### src/shared/ics_map.svh
/*
 * constants for the interrupt and context switch unit: memory layout,
 * vector addresses, workspace register numbers and status fields.
 * assumes inclusion by bare name from rtl/ and the package file.
 */
`ifndef ICS_MAP_SVH
`define ICS_MAP_SVH

`define ICS_WORD_W        16
`define ICS_BYTE_W        8
`define ICS_ADDR_W        16
`define ICS_MEM_BYTES     32'd65536
`define ICS_MEM_WORDS     32'd32768
`define ICS_LEVELS        16
`define ICS_LVL_W         4
`define ICS_INT_VEC_WORDS 16'h0020
`define ICS_XOP_VEC_BASE  16'h0040
`define ICS_XOP_VEC_WORDS 16'h0020
`define ICS_LOAD_VEC      16'hFFFC
`define ICS_LOAD_VEC_PC   16'hFFFE
`define ICS_WS_WORDS      5'h10
`define ICS_REG_OLD_WP    4'hD
`define ICS_REG_OLD_PC    4'hE
`define ICS_REG_OLD_ST    4'hF
`define ICS_MASK_HI       15
`define ICS_MASK_LO       12
`define ICS_MASK_ZERO     4'h0
`define ICS_LVL_RESET     4'h0
`define ICS_LVL_ONE       4'h1
`define ICS_WORD_STEP     16'h0002
`define ICS_PC_RESET      16'h0000
`define ICS_WP_RESET      16'h0000
`define ICS_ST_RESET      16'h0000

`endif

### src/shared/ics_pkg.sv
/*
 * types for the interrupt and context switch unit.
 * assumes the map header is on the include path.
 */
`include "ics_map.svh"

package ics_pkg;

	typedef enum logic [3:0] {
		ICS_IDLE    = 4'h0,
		ICS_FET_WP  = 4'h1,
		ICS_FET_PC  = 4'h2,
		ICS_STO_WP  = 4'h3,
		ICS_STO_PC  = 4'h4,
		ICS_STO_ST  = 4'h5,
		ICS_RET_WP  = 4'h6,
		ICS_RET_PC  = 4'h7,
		ICS_RET_ST  = 4'h8,
		ICS_DONE    = 4'h9
	} ics_state_t;

	typedef enum logic [1:0] {
		ICS_SRC_INT  = 2'h0,
		ICS_SRC_LOAD = 2'h1,
		ICS_SRC_BRANCH_LOAD_WORKSPACE = 2'h2,
		ICS_SRC_XOP  = 2'h3
	} ics_src_t;

endpackage

### src/rtl/ics_arbiter.sv
/*
 * interrupt recognition: compares the level code with the mask.
 * assumes level code and request are synchronous to mclk_in.
 */
`timescale 1ns/1ps
`include "ics_map.svh"

module ics_arbiter (
	input  wire logic [`ICS_LVL_W-1:0] interrupt_level_code_in,
	input  wire logic                  interrupt_request_n_in,
	input  wire logic [`ICS_LVL_W-1:0] mask_in,
	input  wire logic                  inhibit_in,
	output logic                       recognized_out
);

	// level 0 passes any mask; deasserted request never recognised
	always_comb begin
		recognized_out = !interrupt_request_n_in && !inhibit_in &&
			((interrupt_level_code_in <= mask_in) ||
			 (interrupt_level_code_in == `ICS_LVL_RESET));
	end

endmodule // ics_arbiter

### src/rtl/ics_core.sv
/*
 * interrupt recognition and workspace context switch sequencer.
 * assumes an instruction engine outside: it reports instruction
 * boundaries, requests branch/return/xop switches, and a memory that
 * answers each request with mem_ack_in; reads return data the same cycle.
 */
`timescale 1ns/1ps
`include "ics_map.svh"

// Overview of operation
// - words are two bytes, even byte addresses
// - sixteen bit addresses span 65536 bytes
// - lowest thirty-two words hold interrupt vectors
// - next thirty-two words hold xop vectors
// - load vector at top two words, reset vector at zero
// - program counter points past current instruction
// - workspace pointer marks first register word
// - register address is pointer plus twice number
// - entry uses two fetches, three stores; return three fetches
// - branch, return, xop, interrupt, reset, load switch
// - sixteen levels, zero highest and reset
// - recognise level not above status mask
// - switch starts after current instruction completes
// - fetch new pointer then new counter
// - old pointer, counter, status into 13-15
// - mask becomes level minus one, zero stays
// - no recognition until first handler instruction
// - higher level nests, return restores older context
// - level zero ignores the mask
// - code is binary level, vector at 4n
// - load input traps to top vector, mask zero
module ics_core (
	input  wire logic                   mclk_in,
	input  wire logic                   rst_in,
	input  wire logic [`ICS_LVL_W-1:0]  interrupt_level_code_in,
	input  wire logic                   interrupt_request_n_in,
	input  wire logic                   load_n_in,
	input  wire logic                   instr_done_in,
	input  wire logic                   pc_inc_in,
	input  wire logic                   branch_load_workspace_in,
	input  wire logic                   extended_operation_trap_in,
	input  wire logic [3:0]             xop_number_in,
	input  wire logic [`ICS_WORD_W-1:0] branch_load_workspace_vector_in,
	input  wire logic                   return_restore_context_in,
	input  wire logic [`ICS_WORD_W-1:0] status_in,
	input  wire logic                   status_wr_in,
	input  wire logic [3:0]             reg_num_in,
	input  wire logic [`ICS_WORD_W-1:0] mem_rdata_in,
	input  wire logic                   mem_ack_in,
	output logic [`ICS_ADDR_W-1:0]      mem_addr_out,
	output logic [`ICS_WORD_W-1:0]      mem_wdata_out,
	output logic                        mem_rd_out,
	output logic                        mem_wr_out,
	output logic [`ICS_WORD_W-1:0]      program_counter_out,
	output logic [`ICS_WORD_W-1:0]      workspace_ptr_out,
	output logic [`ICS_WORD_W-1:0]      status_word_out,
	output logic [`ICS_ADDR_W-1:0]      reg_addr_out,
	output logic                        switch_busy_out,
	output logic                        switch_done_out
);

	ics_pkg::ics_state_t           state_reg;
	ics_pkg::ics_state_t           state_next;
	ics_pkg::ics_src_t             src_reg;
	logic [`ICS_WORD_W-1:0]        program_counter_reg;
	logic [`ICS_WORD_W-1:0]        workspace_ptr_reg;
	logic [`ICS_WORD_W-1:0]        status_word_reg;
	logic [`ICS_WORD_W-1:0]        old_wp_reg;
	logic [`ICS_WORD_W-1:0]        old_pc_reg;
	logic [`ICS_WORD_W-1:0]        old_st_reg;
	logic [`ICS_ADDR_W-1:0]        vec_reg;
	logic [`ICS_LVL_W-1:0]         level_reg;
	logic                          inhibit_reg;
	logic                          reset_pend_reg;
	logic                          recognized;
	logic                          load_req;
	logic                          start_int;
	logic                          start_sw;
	logic                          step;
	logic [`ICS_LVL_W-1:0]         new_mask;
	logic [`ICS_ADDR_W-1:0]        int_vec;
	logic [`ICS_ADDR_W-1:0]        xop_vec;

	ics_arbiter u_arb (
		.interrupt_level_code_in (interrupt_level_code_in),
		.interrupt_request_n_in  (interrupt_request_n_in),
		.mask_in                 (status_word_reg[`ICS_MASK_HI:`ICS_MASK_LO]),
		.inhibit_in              (inhibit_reg),
		.recognized_out          (recognized)
	);

	assign load_req  = !load_n_in;
	// vector for level n sits at byte 4n inside the lowest 32 words
	assign int_vec   = {10'h000, interrupt_level_code_in, 2'b00};
	assign xop_vec   = `ICS_XOP_VEC_BASE + {10'h000, xop_number_in, 2'b00};
	// entries wait for an instruction boundary; reset needs none
	assign start_int = (state_reg == ics_pkg::ICS_IDLE) &&
		(reset_pend_reg || (instr_done_in && (recognized || load_req)));
	assign start_sw  = (state_reg == ics_pkg::ICS_IDLE) && !start_int &&
		(branch_load_workspace_in || extended_operation_trap_in ||
		 return_restore_context_in);
	assign step      = mem_ack_in;
	assign new_mask  = (level_reg == `ICS_LVL_RESET) ? `ICS_MASK_ZERO
		: level_reg - `ICS_LVL_ONE;

	// register address: pointer plus twice the register number
	assign reg_addr_out = workspace_ptr_reg + {11'h000, reg_num_in, 1'b0};

	always_comb begin
		state_next = state_reg;
		unique case (state_reg)
			ics_pkg::ICS_IDLE: begin
				if (start_int || (start_sw && !return_restore_context_in)) begin
					state_next = ics_pkg::ICS_FET_WP;
				end else if (start_sw) begin
					state_next = ics_pkg::ICS_RET_WP;
				end
			end
			ics_pkg::ICS_FET_WP: if (step) state_next = ics_pkg::ICS_FET_PC;
			ics_pkg::ICS_FET_PC: if (step) state_next = ics_pkg::ICS_STO_WP;
			ics_pkg::ICS_STO_WP: if (step) state_next = ics_pkg::ICS_STO_PC;
			ics_pkg::ICS_STO_PC: if (step) state_next = ics_pkg::ICS_STO_ST;
			ics_pkg::ICS_STO_ST: if (step) state_next = ics_pkg::ICS_DONE;
			ics_pkg::ICS_RET_WP: if (step) state_next = ics_pkg::ICS_RET_PC;
			ics_pkg::ICS_RET_PC: if (step) state_next = ics_pkg::ICS_RET_ST;
			ics_pkg::ICS_RET_ST: if (step) state_next = ics_pkg::ICS_DONE;
			ics_pkg::ICS_DONE:   state_next = ics_pkg::ICS_IDLE;
			default:             state_next = ics_pkg::ICS_IDLE;
		endcase
	end

	always_ff @(posedge mclk_in) begin
		if (rst_in) begin
			state_reg <= ics_pkg::ICS_IDLE;
		end else begin
			state_reg <= state_next;
		end
	end

	// source and vector captured when a switch starts; level only on interrupt, reset or load entry
	always_ff @(posedge mclk_in) begin
		if (rst_in) begin
			src_reg   <= ics_pkg::ICS_SRC_INT;
			vec_reg   <= `ICS_PC_RESET;
			level_reg <= `ICS_LVL_RESET;
		end else if (start_int) begin
			src_reg <= ics_pkg::ICS_SRC_INT;
			if (reset_pend_reg) begin
				vec_reg   <= `ICS_PC_RESET;
				level_reg <= `ICS_LVL_RESET;
			end else if (recognized) begin
				vec_reg   <= int_vec;
				level_reg <= interrupt_level_code_in;
			end else begin
				src_reg   <= ics_pkg::ICS_SRC_LOAD;
				vec_reg   <= `ICS_LOAD_VEC;
				level_reg <= `ICS_LVL_RESET;
			end
		end else if (start_sw) begin
			src_reg <= extended_operation_trap_in ? ics_pkg::ICS_SRC_XOP
				: ics_pkg::ICS_SRC_BRANCH_LOAD_WORKSPACE;
			vec_reg <= extended_operation_trap_in ? xop_vec : branch_load_workspace_vector_in;
		end
	end

	// reset is serviced as a level 0 trap after its release
	always_ff @(posedge mclk_in) begin
		if (rst_in) begin
			reset_pend_reg <= 1'b1;
		end else if (start_int) begin
			reset_pend_reg <= 1'b0;
		end
	end

	// old context latched at start; memory may be reused by the new one
	always_ff @(posedge mclk_in) begin
		if (rst_in) begin
			old_wp_reg <= `ICS_WP_RESET;
			old_pc_reg <= `ICS_PC_RESET;
			old_st_reg <= `ICS_ST_RESET;
		end else if (start_int || start_sw) begin
			old_wp_reg <= workspace_ptr_reg;
			old_pc_reg <= program_counter_reg;
			old_st_reg <= status_word_reg;
		end
	end

	always_ff @(posedge mclk_in) begin
		if (rst_in) begin
			workspace_ptr_reg <= `ICS_WP_RESET;
		end else if (step && ((state_reg == ics_pkg::ICS_FET_WP) ||
				(state_reg == ics_pkg::ICS_RET_WP))) begin
			workspace_ptr_reg <= {mem_rdata_in[`ICS_WORD_W-1:1], 1'b0};
		end
	end

	always_ff @(posedge mclk_in) begin
		if (rst_in) begin
			program_counter_reg <= `ICS_PC_RESET;
		end else if (step && ((state_reg == ics_pkg::ICS_FET_PC) ||
				(state_reg == ics_pkg::ICS_RET_PC))) begin
			// odd byte bit dropped so a bad vector cannot misalign fetches
			program_counter_reg <= {mem_rdata_in[`ICS_WORD_W-1:1], 1'b0};
		end else if (pc_inc_in && (state_reg == ics_pkg::ICS_IDLE)) begin
			program_counter_reg <= program_counter_reg + `ICS_WORD_STEP;
		end
	end

	always_ff @(posedge mclk_in) begin
		if (rst_in) begin
			status_word_reg <= `ICS_ST_RESET;
		end else if (step && (state_reg == ics_pkg::ICS_RET_ST)) begin
			status_word_reg <= mem_rdata_in;
		end else if (step && (state_reg == ics_pkg::ICS_STO_ST) &&
				(src_reg == ics_pkg::ICS_SRC_INT || src_reg == ics_pkg::ICS_SRC_LOAD)) begin
			status_word_reg[`ICS_MASK_HI:`ICS_MASK_LO] <= new_mask;
		end else if (status_wr_in && (state_reg == ics_pkg::ICS_IDLE)) begin
			status_word_reg <= status_in;
		end
	end

	// hold off recognition until the first handler instruction ends
	always_ff @(posedge mclk_in) begin
		if (rst_in) begin
			inhibit_reg <= 1'b1;
		end else if (state_reg != ics_pkg::ICS_IDLE || start_int || start_sw) begin
			inhibit_reg <= 1'b1;
		end else if (instr_done_in) begin
			inhibit_reg <= 1'b0;
		end
	end

	// entry: two vector fetches and three saves; return: three fetches
	always_comb begin
		mem_addr_out  = vec_reg;
		mem_wdata_out = old_wp_reg;
		mem_rd_out    = 1'b0;
		mem_wr_out    = 1'b0;
		unique case (state_reg)
			ics_pkg::ICS_FET_WP: begin
				mem_rd_out = 1'b1;
			end
			ics_pkg::ICS_FET_PC: begin
				mem_addr_out = vec_reg + `ICS_WORD_STEP;
				mem_rd_out   = 1'b1;
			end
			ics_pkg::ICS_STO_WP: begin
				mem_addr_out = workspace_ptr_reg + {11'h000, `ICS_REG_OLD_WP, 1'b0};
				mem_wr_out   = 1'b1;
			end
			ics_pkg::ICS_STO_PC: begin
				mem_addr_out  = workspace_ptr_reg + {11'h000, `ICS_REG_OLD_PC, 1'b0};
				mem_wdata_out = old_pc_reg;
				mem_wr_out    = 1'b1;
			end
			ics_pkg::ICS_STO_ST: begin
				mem_addr_out  = workspace_ptr_reg + {11'h000, `ICS_REG_OLD_ST, 1'b0};
				mem_wdata_out = old_st_reg;
				mem_wr_out    = 1'b1;
			end
			ics_pkg::ICS_RET_WP: begin
				mem_addr_out = old_wp_reg + {11'h000, `ICS_REG_OLD_WP, 1'b0};
				mem_rd_out   = 1'b1;
			end
			ics_pkg::ICS_RET_PC: begin
				mem_addr_out = old_wp_reg + {11'h000, `ICS_REG_OLD_PC, 1'b0};
				mem_rd_out   = 1'b1;
			end
			ics_pkg::ICS_RET_ST: begin
				mem_addr_out = old_wp_reg + {11'h000, `ICS_REG_OLD_ST, 1'b0};
				mem_rd_out   = 1'b1;
			end
			ics_pkg::ICS_IDLE, ics_pkg::ICS_DONE: begin
				mem_addr_out = vec_reg;
			end
			default: begin
				mem_addr_out = vec_reg;
			end
		endcase
	end

	assign program_counter_out = program_counter_reg;
	assign workspace_ptr_out   = workspace_ptr_reg;
	assign status_word_out     = status_word_reg;
	assign switch_busy_out     = (state_reg != ics_pkg::ICS_IDLE);
	assign switch_done_out     = (state_reg == ics_pkg::ICS_DONE);

	// assertions
	property p_fetch_then_pc;
		@(posedge mclk_in) disable iff (rst_in)
		(state_reg == ics_pkg::ICS_FET_WP && step) |=> (state_reg == ics_pkg::ICS_FET_PC);
	endproperty
	a_fetch_then_pc: assert property (p_fetch_then_pc) else $error("pc fetch not after wp");

	property p_no_mid_instr;
		@(posedge mclk_in) disable iff (rst_in)
		($rose(switch_busy_out) && !$past(reset_pend_reg)) |->
			$past(instr_done_in) || $past(start_sw);
	endproperty
	a_no_mid_instr: assert property (p_no_mid_instr) else $error("switch mid instruction");

	property p_mask_set;
		@(posedge mclk_in) disable iff (rst_in)
		(state_reg == ics_pkg::ICS_STO_ST && step && src_reg == ics_pkg::ICS_SRC_INT) |=>
			status_word_reg[`ICS_MASK_HI:`ICS_MASK_LO] == $past(new_mask);
	endproperty
	a_mask_set: assert property (p_mask_set) else $error("mask not level minus one");

	property p_store_r13;
		@(posedge mclk_in) disable iff (rst_in)
		(state_reg == ics_pkg::ICS_STO_WP) |->
			mem_wr_out && mem_addr_out == workspace_ptr_reg + 16'h001A && mem_wdata_out == old_wp_reg;
	endproperty
	a_store_r13: assert property (p_store_r13) else $error("old wp not to r13");

	property p_lvl0;
		@(posedge mclk_in) disable iff (rst_in)
		(!interrupt_request_n_in && interrupt_level_code_in == `ICS_LVL_RESET && !inhibit_reg)
			|-> recognized;
	endproperty
	a_lvl0: assert property (p_lvl0) else $error("level zero masked");

	property p_no_req;
		@(posedge mclk_in) disable iff (rst_in)
		interrupt_request_n_in |-> !recognized;
	endproperty
	a_no_req: assert property (p_no_req) else $error("recognised without request");

	property p_inhibit;
		@(posedge mclk_in) disable iff (rst_in)
		switch_done_out |=> inhibit_reg;
	endproperty
	a_inhibit: assert property (p_inhibit) else $error("no inhibit after switch");

	property p_load_vec;
		@(posedge mclk_in) disable iff (rst_in)
		(state_reg == ics_pkg::ICS_FET_WP && src_reg == ics_pkg::ICS_SRC_LOAD) |->
			mem_addr_out == `ICS_LOAD_VEC;
	endproperty
	a_load_vec: assert property (p_load_vec) else $error("load vector wrong");

	c_int:  cover property (@(posedge mclk_in) start_int && recognized);
	c_ret:  cover property (@(posedge mclk_in) state_reg == ics_pkg::ICS_RET_ST && step);
	c_load: cover property (@(posedge mclk_in) src_reg == ics_pkg::ICS_SRC_LOAD && switch_done_out);

endmodule // ics_core

### config.mk
export PLATFORM = sky130hd
export DESIGN_NAME = ics_core
export DESIGN_NICKNAME = d
export VERILOG_FILES = /design/src/shared/ics_pkg.sv /design/src/rtl/ics_arbiter.sv /design/src/rtl/ics_core.sv
export VERILOG_INCLUDE_DIRS = /design/src /design/src/shared
export SDC_FILE = /design/constraint.sdc
export NUM_CORES = 1
export LEC_CHECK = 0
export ABC_AREA = 1
export BUFFER_PORTS_ARGS = -buffer_cell sky130_fd_sc_hd__buf_2
export CAP_MARGIN = 20
export CORE_UTILIZATION = 49
export DETAILED_ROUTE_END_ITERATION = 8
export PLACE_DENSITY = 0.84
export RECOVER_POWER = 100
export SYNTH_ARGS = -nofsm -noshare
export SYNTH_HDL_FRONTEND = slang
export SYNTH_SLANG_ARGS = --single-unit
### constraint.sdc
create_clock -name mclk_in -period 3.4 [get_ports mclk_in]
set_clock_uncertainty 0.05 [all_clocks]
set_input_delay 0.51 -clock mclk_in [delete_from_list [all_inputs] [get_ports mclk_in]]
set_output_delay 0.51 -clock mclk_in [all_outputs]
set_load 0.1 [all_outputs]
Yosys cells after proc, flatten, opt, wreduce, memory -nomap -nowiden
Index checks and enable logic that the tools add are counted.
{"block": "classes", "n_eq_ne": 19, "magnitude_cmp": 1, "addsub": 11, "n_reduce_logical": 47, "n_mux": 33}
{"op": "16-bit two-way mux", "n": 9}
{"op": "16-bit one-hot mux with 7 select lines", "n": 1}
{"op": "16-bit by 5-bit adder with 16-bit output (second input constant)", "n": 6}
{"op": "4-bit two-way mux", "n": 13}
{"op": "16-bit by 2-bit adder with 16-bit output (second input constant)", "n": 2}
{"op": "16-bit one-hot mux with 2 select lines", "n": 1}
{"op": "4-bit one-hot mux with 8 select lines", "n": 1}
{"op": "16-bit by 5-bit adder with 16-bit output", "n": 1}
{"op": "4-bit by 3-bit == test with 1-bit output (second input constant)", "n": 4}
{"op": "1-bit logical AND", "n": 14}
{"op": "2-bit inequality test (second input constant)", "n": 7}
{"op": "4-bit zero test", "n": 3}
{"op": "1-bit logical OR", "n": 12}
{"op": "12-bit two-way mux", "n": 1}
{"op": "7-bit by 6-bit adder with 8-bit output (first input constant)", "n": 1}
{"op": "4-bit by 2-bit == test with 1-bit output (second input constant)", "n": 2}
{"op": "4-bit == test (second input constant)", "n": 2}
{"op": "8-bit AND reduction", "n": 1}
{"op": "2-bit nonzero test", "n": 3}
{"op": "2-bit OR reduction", "n": 3}
{"op": "1-bit zero test", "n": 5}
{"op": "1-bit two-way mux", "n": 5}
{"op": "5-bit OR reduction", "n": 1}
{"op": "4-bit by 1-bit == test with 1-bit output (second input constant)", "n": 1}
{"op": "11 further kinds", "n": 12}
{"block": "totals", "ff_bits": 122, "elab_cells": 125}

Depth between registers and ports, before layout
Gate-level depths: netlist of the first run.
{"block": "logic_depth", "ltp_word": 14, "depth_mapped": 18, "depth_no_buf": 17}

By module
Synthesis of the first run repeated with hierarchy kept, for this count alone.
{"block": "hier_totals", "cells_unflattened": 1390, "area_unflattened_um2": 8574.5}
{"mod": "ics_core", "n_inst": 1, "cells_each": 1363, "area_each_um2": 8429.3, "seq_area_each_um2": 2382.3}
{"mod": "ics_arbiter", "n_inst": 1, "cells_each": 27, "area_each_um2": 145.1, "seq_area_each_um2": 0.0}

Least setup slack after synthesis of the first run
No wires, ideal clock.
{"block": "synth_path", "kind": "flip-flop to output port", "startpoint": "reg workspace_ptr_reg[1] (netlist: workspace_ptr_out[1])", "endpoint": "out reg_addr_out[15]", "path_stages_with_launch": 13, "path_slack_ps": -1333, "t_arrival_ps": 4173, "path_cell_list": "dfxtp_1 ha_1 inv_1 fa_1 inv_1 nand2_1 nand2_1 a21oi_1 nor3_1 nand4_1 nor2_1 nand4_1 xor2_1"}
{"block": "synth_via", "elab_chain_cells": 1}
{"element": "start: declaration", "line_no": "ics_core.sv:66", "source": "logic [`ICS_WORD_W-1:0] workspace_ptr_reg;"}
{"element": "start signal: assignment", "line_no": "ics_core.sv:190", "source": "workspace_ptr_reg <= `ICS_WP_RESET;"}
{"element": "start signal: assignment", "line_no": "ics_core.sv:193", "source": "workspace_ptr_reg <= {mem_rdata_in[`ICS_WORD_W-1:1], 1'b0};"}
{"element": "16-bit by 5-bit adder with 16-bit output", "line_no": "ics_core.sv:107", "source": "assign reg_addr_out = workspace_ptr_reg + {11'h000, reg_num_in, 1'b0};"}
{"element": "end: declaration", "line_no": "ics_core.sv:57", "source": "output logic [`ICS_ADDR_W-1:0] reg_addr_out,"}
Every way passes these cells.

Worst setup path after layout of the first run
Same ends and word-level chain as after synthesis.

==> results of run 1 <==
## routing by layer
metal / share of wire / up-vias / global-route usage
li1: - / 4732 / -
met2: 0.46 / 550 / 0.510
met3: 0.097 / 89 / 0.0519
met5: 0 / - / 0
met4: 0.043 / 0 / 0.159
met1: 0.40 / 4474 / 0.429
## synth_stat cells (all sizes together), types with 2 or more instances
library cell,instances
o21bai,3
nor4,3
nor3,12
or2,3
nand3b,3
ha,13
nand3,116
inv,144
clkbuf,33
buf,25
o221ai,2
nand4,29
nand2,344
o21ai,168
nor2,149
a221oi,3
xnor2,3
xor2,23
clkinv,2
o22ai,3
a31oi,19
o211ai,9
dfxtp,119
a21oi,94
## cells in the final DEF (no fill, tap or decap), types with 10 or more instances in the layout
cell type  netlist  routed
a21oi_1         94      90
a31oi_1         19      18
buf_12           0      23
buf_2           10     113
buf_4            5      28
clkbuf_1        33      40
clkbuf_16        0      18
dfxtp_1        119     105
ha_1            13      11
inv_1          139     134
inv_2            5      10
nand2_1        337     325
nand2_2          5      14
nand3_1        111     105
nand4_1         29      29
nor2_1         132     124
nor2_2           9      11
nor2_4           7      13
o21ai_0        138     135
o21ai_2         14      15
xor2_1          23      15
## cells by family (layout without fill, tap and decap cells)
family                   after synthesis  after routing
XOR/XNOR                              26             26
adder cells (fa/ha/maj)               14             14
AO/OA/AOI/OAI                        308            308
AND/OR/NAND/NOR                      660            661
buffers and inverters                204            380
other                                  1              3
flip-flops                           119            119
## worst register-to-register path, stage by stage, from the launching register on
cell and delay [ns]:
dfxtp_2 0.37, nor2_4 0.26, inv_1 0.09, nor2_1 0.67, nand3_2 0.38, nand2_2 0.21
inv_2 0.23, nor2_2 0.45, a21oi_1 0.13
## what timing repair did
| action | in CTS | in global routing |
|---|---|---|
| pin swaps | 6 | 16 |
| setup endpoints to repair | 14 | 17 |
| hold buffers | 0 | 0 |
| setup buffers | 1 | 9 |
| gates resized for setup | 14 | 61 |
| cloned | 0 | 1 |
## stage by stage
step,setup TNS [ns],std cells,utilization,total power (W)
3_5_place_dp,0,1688,0.589,0.0102
4_1_cts,0,1721,0.627,0.0120
2_1_floorplan,-0.111,1334,-,0.00827
5_1_grt,-0.286,1731,0.644,0.0128
6_report,0,1731,0.644,0.0123
3_3_place_gp,0,1688,0.589,0.0101
## worst min path at each step
stage	start	endpoint	slack (ns)	cells after the start
5_1_grt	instr_done_in	inhibit_reg	0.27	2
6_report	instr_done_in	inhibit_reg	0.25	2
2_1_floorplan	vec_reg[0]	vec_reg[0]	0.39	2
3_3_place_gp	vec_reg[0]	vec_reg[0]	0.40	2
3_5_place_dp	src_reg[1]	src_reg[1]	0.42	2
4_1_cts	instr_done_in	inhibit_reg	0.26	2
## area by class of cell
cell class	count	area [um2]	area share
Clock buffer	24	483	0.0454
Clock inverter	8	96.3	0.00906
Inverter	146	548	0.0515
Multi-Input combinational cell	1012	5430	0.510
Sequential cell	119	2410	0.227
Tap cell	220	275	0.0259
Timing Repair Buffer	202	1400	0.131
## power groups by stage
stage / combinational [W] / clock, W / sequential (W)
2_1_floorplan: 0.00484 / 0 / 0.00343
3_3_place_gp: 0.00777 / 0 / 0.00234
3_5_place_dp: 0.00785 / 0 / 0.00234
4_1_cts: 0.00791 / 0.00177 / 0.00233
5_1_grt: 0.00858 / 0.00183 / 0.00241
6_report: 0.00814 / 0.00176 / 0.00237
==> results.sh, run 1 <==
export IMPL_synth_simple_area_share=0.351
export IMPL_end_kind="output port"
export IMPL_power_frac_seq=0.193
export IMPL_muxShareOfSynthArea=0
export IMPL_track_usage=0.323
export IMPL_p_sw_w=0.00739
export IMPL_crit_arrival_ns=2.79
export IMPL_async_flop_share=0
export IMPL_synth_compound_gate_area_share=0.208
export IMPL_grt_pass1_vias=8804
export IMPL_nets=1583
export IMPL_cp_startpoint="workspace_ptr_out[1]"
export IMPL_postRouteAntennaNets=0
export IMPL_status="finished clean"
export IMPL_totalWireLength_um=29100
export IMPL_grt_max_degree=87
export IMPL_ios=171
export IMPL_h_tree_depth=4
export IMPL_wl_per_cell_um=16.8
export IMPL_finalCritPeriodShare=0.985
export IMPL_whs_ns=0.254
export IMPL_hp_class="in -> reg"
export IMPL_cp_top_family="simple AND/OR/NAND/NOR gates"
export IMPL_p_int_w=0.00488
export IMPL_diodes=0
export IMPL_period_needed_ns=3.35
export IMPL_cts_made_buffers=17
export IMPL_cp_required_ns=2.84
export IMPL_max_stage_delay_ns=0.37
export IMPL_crit_path_end="reg_addr_out[15]"
export IMPL_cts_root_buf="clkbuf_16"
export IMPL_setup_viol=0
export IMPL_initial_core_util=0.500
export IMPL_coreArea_mm2=0.0165
export IMPL_ys_ff_latch=119
export IMPL_synth_cells=1332
export IMPL_pre_cts_ws_ns=0.0930
export IMPL_clock_sinks=119
export IMPL_drive_above_1_share=0.212
export IMPL_cts_reportedPaths_clkPinSlew_ns=0.05
export IMPL_cap_violations=0
export IMPL_synth_top_cell_area_share=0.288
export IMPL_ir_drop_uv=814
export IMPL_grt_antenna_before_repair=0
export IMPL_num_vias=9845
export IMPL_setup_slack_ns=0.0493
export IMPL_port_buffers=167
export IMPL_crit_chain="ha_4, inv_2, fa_2, inv_2, nand2_1, nand2_1, a21oi_2, nor3_2, nand4_1, nor2_2, nand4_1, xor2_4, buf_12"
export IMPL_rsz0062_at_grt="yes"
export IMPL_clock_latency_ns=0.41
export IMPL_initialDrtViolationCount=1082
export IMPL_final_max_slew_violation_count=0
export IMPL_nFillCells=1454
export IMPL_rr_worst_depth=8
export IMPL_synth_top_cell_by_area="dfxtp_1"
export IMPL_r2r_setup_slack_ns=0.42
export IMPL_pwr_share_comb=0.663
export IMPL_netlist_top_cells_area="dfxtp_1 (29%), nand2_1 (15%), o21ai_0 (8.4%)"
export IMPL_crit_buf_inv=3
export IMPL_place_area_mm2=0.00974
export IMPL_syn_area_mm2=0.00826
export IMPL_yosys_warnings=0
export IMPL_yosys_area_share_adder=0.0221
export IMPL_avgSynthCellArea_um2=6.20
export IMPL_critPathSlowestCell="dfxtp_4"
export IMPL_r2r_start="state_reg[0]"
export IMPL_dieArea_mm2=0.0174
export IMPL_p_leak_nw=4.69
export IMPL_crit_cells=13
export IMPL_p_sw_frac=0.602
export IMPL_drc=0
export IMPL_grt_pass1_wl_um=44700
export IMPL_start_kind="flop"
export IMPL_grt_overflow_total=0
export IMPL_yosys_area_share_xor_xnor=0.0276
export IMPL_hold_viol_final=0
export IMPL_die_y_um=132
export IMPL_clock_power_share=0.144
export IMPL_synth_edf_count=0
export IMPL_synth_top_family_by_area="simple AND/OR/NAND/NOR gates"
export IMPL_gp_congestion=1.02
export IMPL_drt_pass1_iter_count=6
export IMPL_cts_tree="built"
export IMPL_worstMarginPinSlew_ns=1.21
export IMPL_syn_to_final_growth_pct=28.7
export IMPL_vias_per_cell=5.69
export IMPL_ys_flop_type="dfxtp_1"
export IMPL_post_dp_hpwl_um=21600
export IMPL_critPathMaxFanout=2
export IMPL_ys_seq_area_frac=0.288
export IMPL_r2r_end="vec_reg[8]"
export IMPL_num_rows=47
export IMPL_slew_headroom=0.194
export IMPL_power_density_mw_per_mm2=1150
export IMPL_final_area_mm2=0.0106
export IMPL_netlist_cell_type_count=49
export IMPL_fmax_mhz=298
export IMPL_crit_type="reg -> out"
export IMPL_die_x_um=132
export IMPL_clock_path_buffers=2
(Power assumes the default switching activity.)
==> run 2, diff against run 1 <==
--- a/config.mk
+++ b/config.mk
@@ -11,6 +11,7 @@
 export CAP_MARGIN = 20
 export CORE_UTILIZATION = 49
 export DETAILED_ROUTE_END_ITERATION = 8
+export GPL_TIMING_DRIVEN = 0
 export PLACE_DENSITY = 0.84
 export RECOVER_POWER = 100
 export SYNTH_ARGS = -nofsm -noshare
==> results.sh, run 2 (synthesis gave the netlist of run 1 again) <==
export IMPL_grt_max_degree=17
export IMPL_dieArea_mm2=0.0174
export IMPL_met2_length_um=14800
export IMPL_diodes=0
export IMPL_coreArea_mm2=0.0165
export IMPL_totalWireLength_um=31600
export IMPL_slew_headroom=0.227
export IMPL_drt_pass1_iter_count=6
export IMPL_ir_drop_uv=993
export IMPL_drc=0
export IMPL_track_usage=0.357
export IMPL_finalCritPeriodShare=1.06
export IMPL_grt_pass1_vias=9464
export IMPL_die_y_um=132
export IMPL_nFillCells=1425
export IMPL_setup_viol=2
export IMPL_postRouteAntennaNets=0
export IMPL_cts_tree="built"
export IMPL_finalSetupTns_ns=-0.320
export IMPL_grt_antenna_before_repair=0
export IMPL_clock_path_buffers=2
export IMPL_cts_made_buffers=17
export IMPL_drive_above_1_share=0.247
export IMPL_num_vias=10300
export IMPL_syn_to_final_growth_pct=31.6
export IMPL_ios=171
export IMPL_fmax_mhz=277
export IMPL_h_tree_depth=4
export IMPL_start_kind="flop"
export IMPL_end_kind="output port"
export IMPL_grt_pass1_wl_um=49000
export IMPL_nets=1626
export IMPL_crit_arrival_ns=3.06
export IMPL_post_dp_hpwl_um=24000
export IMPL_cap_violations=0
export IMPL_violations="setup timing"
export IMPL_clock_sinks=119
export IMPL_die_x_um=132
export IMPL_port_buffers=166
export IMPL_setup_slack_ns=-0.216
export IMPL_final_max_slew_violation_count=0
export IMPL_clock_latency_ns=0.42
export IMPL_initialDrtViolationCount=1052
export IMPL_period_needed_ns=3.62
export IMPL_final_cell_mix="nand2_1 (326), buf_2 (153), o21ai_0 (134)"
export IMPL_wl_met1_um=12200
export IMPL_place_area_mm2=0.00954
export IMPL_initial_core_util=0.500
export IMPL_vias_per_cell=5.80
export IMPL_grt_overflow_total=0
export IMPL_num_rows=47
export IMPL_cp_required_ns=2.84
export IMPL_hold_viol_final=0
export IMPL_top_layer="met4"
export IMPL_cts_root_buf="clkbuf_16"
export IMPL_crit_type="reg -> out"
export IMPL_final_area_mm2=0.0109
export IMPL_critPathMaxFanout=3
export IMPL_whs_ns=0.245
export IMPL_cts_reportedPaths_clkPinSlew_ns=0.06
export IMPL_status="complete, but fails checks"
export IMPL_final_cells=1774
export IMPL_wl_per_cell_um=17.8
export IMPL_worstMarginPinSlew_ns=1.16
export IMPL_wl_met3_um=2990
export IMPL_p_leak_nw=4.93
export IMPL_power_density_mw_per_mm2=1160
export IMPL_rsz0062_at_grt="yes"
export IMPL_final_common_cell="nand2_1"
export IMPL_dp_cells=1720
export IMPL_hp_class="in -> reg"
export IMPL_gp_congestion=0.994
## run 2: changes by cell type in the layout (fill, tap and decap cells not counted), sizes merged
cell      change
buf          +40
bufinv        +3
clkinv        -1
clkinvlp      +1
inv           +1
nand2         -1
## run 2: per-layer routing
layer	track usage	vias up
li1	-	4844
met1	0.450	4711
met2	0.591	619
met3	0.0523	124
met4	0.187	0
met5	0	-
## run 2: critical path, stage by stage, from the launching register on
cell and delay (ns):
dfxtp_4 0.37, ha_4 0.13, inv_2 0.03, fa_2 0.34
inv_2 0.06, nand2_1 0.04, nand2_1 0.08, a21oi_2 0.08
nor3_2 0.24, nand4_1 0.25, nor2_4 0.25, nand4_1 0.27
xor2_4 0.30, buf_12 0.20
## run 2: final timing paths
kind,to,cells past startpoint,slack [ns],from
min reg2reg,inhibit_reg,2,0.42,inhibit_reg
max,reg_addr_out[15],13,-0.22,workspace_ptr_out[1]
max reg2reg,old_pc_reg[8],16,0.58,status_word_out[13]
min,inhibit_reg,2,0.24,instr_done_in
## run 2: what timing repair did
| item | CTS | global route |
|---|---|---|
| cloned | 0 | 0 |
| resized for setup | 71 | 82 |
| hold buffers | 0 | 0 |
| pin swaps | 11 | 25 |
| setup buffers | 8 | 14 |
| endpoints found under the setup margin | 30 | 27 |
## run 2: metrics by stage
step	utilization	setup WS (ns)	total power (W)
after floorplan	-	-0.106	0.00827
after global placement	0.577	-0.406	0.00977
after detailed placement	0.577	-0.476	0.00987
after CTS	0.634	-0.0932	0.0122
after global routing	0.658	-0.305	0.0132
final	0.658	-0.216	0.0127
## run 2: where the power goes
part	switching, W	leakage (nW)	total, W	internal [W]
Combinational	0.00643	3.62	0.00829	0.00185
Sequential	0.000501	0.985	0.00235	0.00185
Clock	0.000662	0.325	0.00202	0.00136
## run 2: layout make-up
| cell class | count | area (um2) | share of cell area |
|---|---|---|---|
| inverter | 146 | 559 | 0.0514 |
| buffer | 58 | 322 | 0.0296 |
| multi-input combinational | 1011 | 5450 | 0.501 |
| clock inverter | 12 | 195 | 0.0179 |
| tap | 220 | 275 | 0.0253 |
| timing repair buffer | 188 | 1190 | 0.109 |
| sequential | 119 | 2410 | 0.222 |
| clock buffer | 20 | 468 | 0.0430 |
==> run 3, diff against run 2 <==
--- a/config.mk
+++ b/config.mk
@@ -6,14 +6,14 @@
 export SDC_FILE = /design/constraint.sdc
 export NUM_CORES = 1
 export LEC_CHECK = 0
-export ABC_AREA = 1
 export BUFFER_PORTS_ARGS = -buffer_cell sky130_fd_sc_hd__buf_2
 export CAP_MARGIN = 20
-export CORE_UTILIZATION = 49
+export CORE_UTILIZATION = 50
 export DETAILED_ROUTE_END_ITERATION = 8
 export GPL_TIMING_DRIVEN = 0
-export PLACE_DENSITY = 0.84
+export PLACE_DENSITY = 0.85
 export RECOVER_POWER = 100
+export SLEW_MARGIN = 10
 export SYNTH_ARGS = -nofsm -noshare
 export SYNTH_HDL_FRONTEND = slang
 export SYNTH_SLANG_ARGS = --single-unit
==> results.sh, run 3 <==
export IMPL_nets=1507
export IMPL_power_density_mw_per_mm2=1040
export IMPL_ios=171
export IMPL_grt_overflow_total=0
export IMPL_grt_pass1_wl_um=53500
export IMPL_initialDrtViolationCount=1309
export IMPL_gp_congestion=0.976
export IMPL_violations="capacitance limit, slew limit, setup timing"
export IMPL_fmax_mhz=247
export IMPL_final_common_cell="nand2_1"
export IMPL_totalWireLength_um=35400
export IMPL_final_area_mm2=0.0119
export IMPL_ys_ff_latch=119
export IMPL_hold_buffers=0
export IMPL_cts_made_buffers=17
export IMPL_fin_util=0.715
export IMPL_synth_top_cell_by_area="dfxtp_1"
export IMPL_yosys_top_cells_count="nand2_1 (181), a21oi_1 (133), nor2_1 (129)"
export IMPL_rr_worst_depth=9
export IMPL_end_kind="output port"
export IMPL_ys_seq_area_frac=0.277
export IMPL_crit_type="reg -> out"
export IMPL_num_vias=10700
export IMPL_r2r_end="vec_reg[5]"
export IMPL_clock_sinks=119
export IMPL_vias_per_cell=6.45
export IMPL_synth_most_common_cell="nand2_1"
export IMPL_final_max_slew_violation_count=9
export IMPL_cap_violations=1
export IMPL_setup_viol=100
export IMPL_grt_max_degree=17
export IMPL_drt_pass1_iter_count=6
export IMPL_hp_class="in -> reg"
export IMPL_r2r_setup_slack_ns=-0.47
export IMPL_r2r_start="state_reg[1]"
export IMPL_netlist_top_cells_area="dfxtp_1 (28%), nand2_1 (7.9%), a21oi_1 (7.7%)"
export IMPL_finalCritPeriodShare=1.19
export IMPL_ys_flop_type="dfxtp_1"
export IMPL_cp_required_ns=2.84
export IMPL_grt_pass1_vias=9866
export IMPL_async_flop_share=0
export IMPL_cts_root_buf="clkbuf_16"
export IMPL_crit_arrival_ns=3.49
export IMPL_period_needed_ns=4.05
export IMPL_start_kind="flop"
export IMPL_synth_top_cell_area_share=0.277
export IMPL_syn_to_final_growth_pct=39.0
export IMPL_synth_cells=1188
export IMPL_track_usage=0.391
export IMPL_clock_latency_ns=0.43
export IMPL_place_area_mm2=0.0102
export IMPL_die_x_um=133
export IMPL_ir_drop_uv=929
export IMPL_grt_antenna_before_repair=0
export IMPL_status="complete, but fails checks"
export IMPL_port_buffers=165
export IMPL_h_tree_depth=4
export IMPL_syn_area_mm2=0.00859
export IMPL_diodes=0
export IMPL_netlist_cell_type_count=77
export IMPL_drive_above_1_share=0.261
export IMPL_die_y_um=133
export IMPL_cts_tree="built"
export IMPL_final_cell_mix="nand2_1 (177), nor2_1 (122), a21oi_1 (111), dfxtp_1 (111), clkbuf_1 (101)"
export IMPL_p_leak_nw=4.52
export IMPL_post_dp_hpwl_um=25100
export IMPL_setup_slack_ns=-0.651
export IMPL_drc=0
export IMPL_num_rows=47
export IMPL_cts_reportedPaths_clkPinSlew_ns=0.06
export IMPL_pre_cts_ws_ns=-0.908
export IMPL_worstMarginPinSlew_ns=1.52
export IMPL_initial_core_util=0.515
export IMPL_hold_viol_final=0
export IMPL_postRouteAntennaNets=0
export IMPL_avgSynthCellArea_um2=7.23
export IMPL_synth_edf_count=0
export IMPL_clock_path_buffers=2
export IMPL_slew_headroom=-0.0224
export IMPL_yosys_warnings=0
export IMPL_critPathMaxFanout=5
export IMPL_dieArea_mm2=0.0177
export IMPL_coreArea_mm2=0.0167
export IMPL_rsz0062_at_grt="yes"
export IMPL_wl_per_cell_um=21.4
export IMPL_whs_path_depth=3
export IMPL_hold_start="branch_load_workspace_vector_in[1]"
export IMPL_min_to="vec_reg[1]"
[run 3: cell types whose count changed after synthesis, moves of 17 or more]
cell      change
mux2i_1      +49
a21oi_1      +39
a311oi_1     +17
o21ai_0      -95
nor3_1       +21
xor2_1       +19
a22oi_1      +18
xnor2_1      +29
nand3_1      -70
inv_1       -122
clkbuf_1     +36
nand2_1     -156
[run 3: timing repair]
action / CTS / global route
resized for setup: 170 / 59
pin swaps: 49 / 27
setup buffers: 34 / 19
endpoints found under the setup margin: 40 / 35
[run 3: where the power goes]
part           internal (W)  switching [W]  leakage [nW]
Clock               0.00115       0.000724         0.295
Sequential          0.00171       0.000379         0.973
Combinational       0.00236        0.00616          3.25
Total               0.00522        0.00726          4.52
[run 3: per-layer routing]
layer / up-vias / wire length (um) / track usage
met1: 4939 / 13200 / 0.485
met2: 836 / 15900 / 0.615
met4: 0 / 2000 / 0.234
li1: 4712 / - / -
met5: - / 0 / 0
met3: 189 / 4220 / 0.0932
[run 3: logic make-up after synthesis]
| group | after synthesis | synth area share |
|---|---|---|
| compound gates | 306 | 0.223 |
| buf+inv | 121 | 0.0598 |
| flops | 119 | 0.277 |
| mux | 55 | 0.0652 |
| simple gates | 498 | 0.277 |
| fa+ha+maj | 14 | 0.0213 |
| other cells | 1 | 0.000436 |
| xor+xnor | 74 | 0.0754 |
[run 3: worst max-delay path, cell delays in order (launching register included)]
cell       delay [ns]
dfxtp_4          0.36
buf_6            0.12
and4bb_4         0.33
clkbuf_16        0.15
clkbuf_16        0.14
o21ai_4          0.06
ha_4             0.17
buf_6            0.12
nor3_4           0.31
nor4_4           0.08
xnor2_1          0.20
o22ai_1          0.13
nor4_2           0.40
o211ai_1         0.17
o21a_4           0.16
buf_12           0.16
[run 3: worst max-delay path by stage]
stage / depth (start not counted) / start / to / slack (ns)
floorplan: 8 / state_reg[0] / mem_addr_out[4] / -0.16
global placement: 14 / state_reg[1] / mem_addr_out[13] / -0.89
detailed placement: 14 / state_reg[1] / mem_addr_out[13] / -0.91
CTS: 15 / state_reg[0] / mem_addr_out[9] / -0.62
global route: 15 / state_reg[0] / mem_addr_out[13] / -0.74
finish: 15 / state_reg[0] / mem_addr_out[13] / -0.65
[run 3: final cells by class]
class | count | area, um2
fill | 1276 | 4760
sequential | 119 | 2400
inverter | 17 | 67.6
clock inverter | 12 | 136
clock buffer | 20 | 467
timing repair buffer | 218 | 1490
buffer | 99 | 637
tap | 220 | 275
multi-input combinational | 950 | 6470
[run 3: metrics by stage]
| stage | TNS, ns | total power, W | hold slack (ns) | instances |
|---|---|---|---|---|
| after floorplan | -0.671 | 0.00797 | 0.382 | 1190 |
| after global placement | -8.04 | 0.00931 | 0.391 | 1575 |
| after detailed placement | -8.14 | 0.00939 | 0.396 | 1575 |
| after CTS | -4.63 | 0.0121 | 0.265 | 1638 |
| after global routing | -39.89 | 0.0129 | 0.305 | 1655 |
| final | -31.83 | 0.0125 | 0.278 | 1655 |
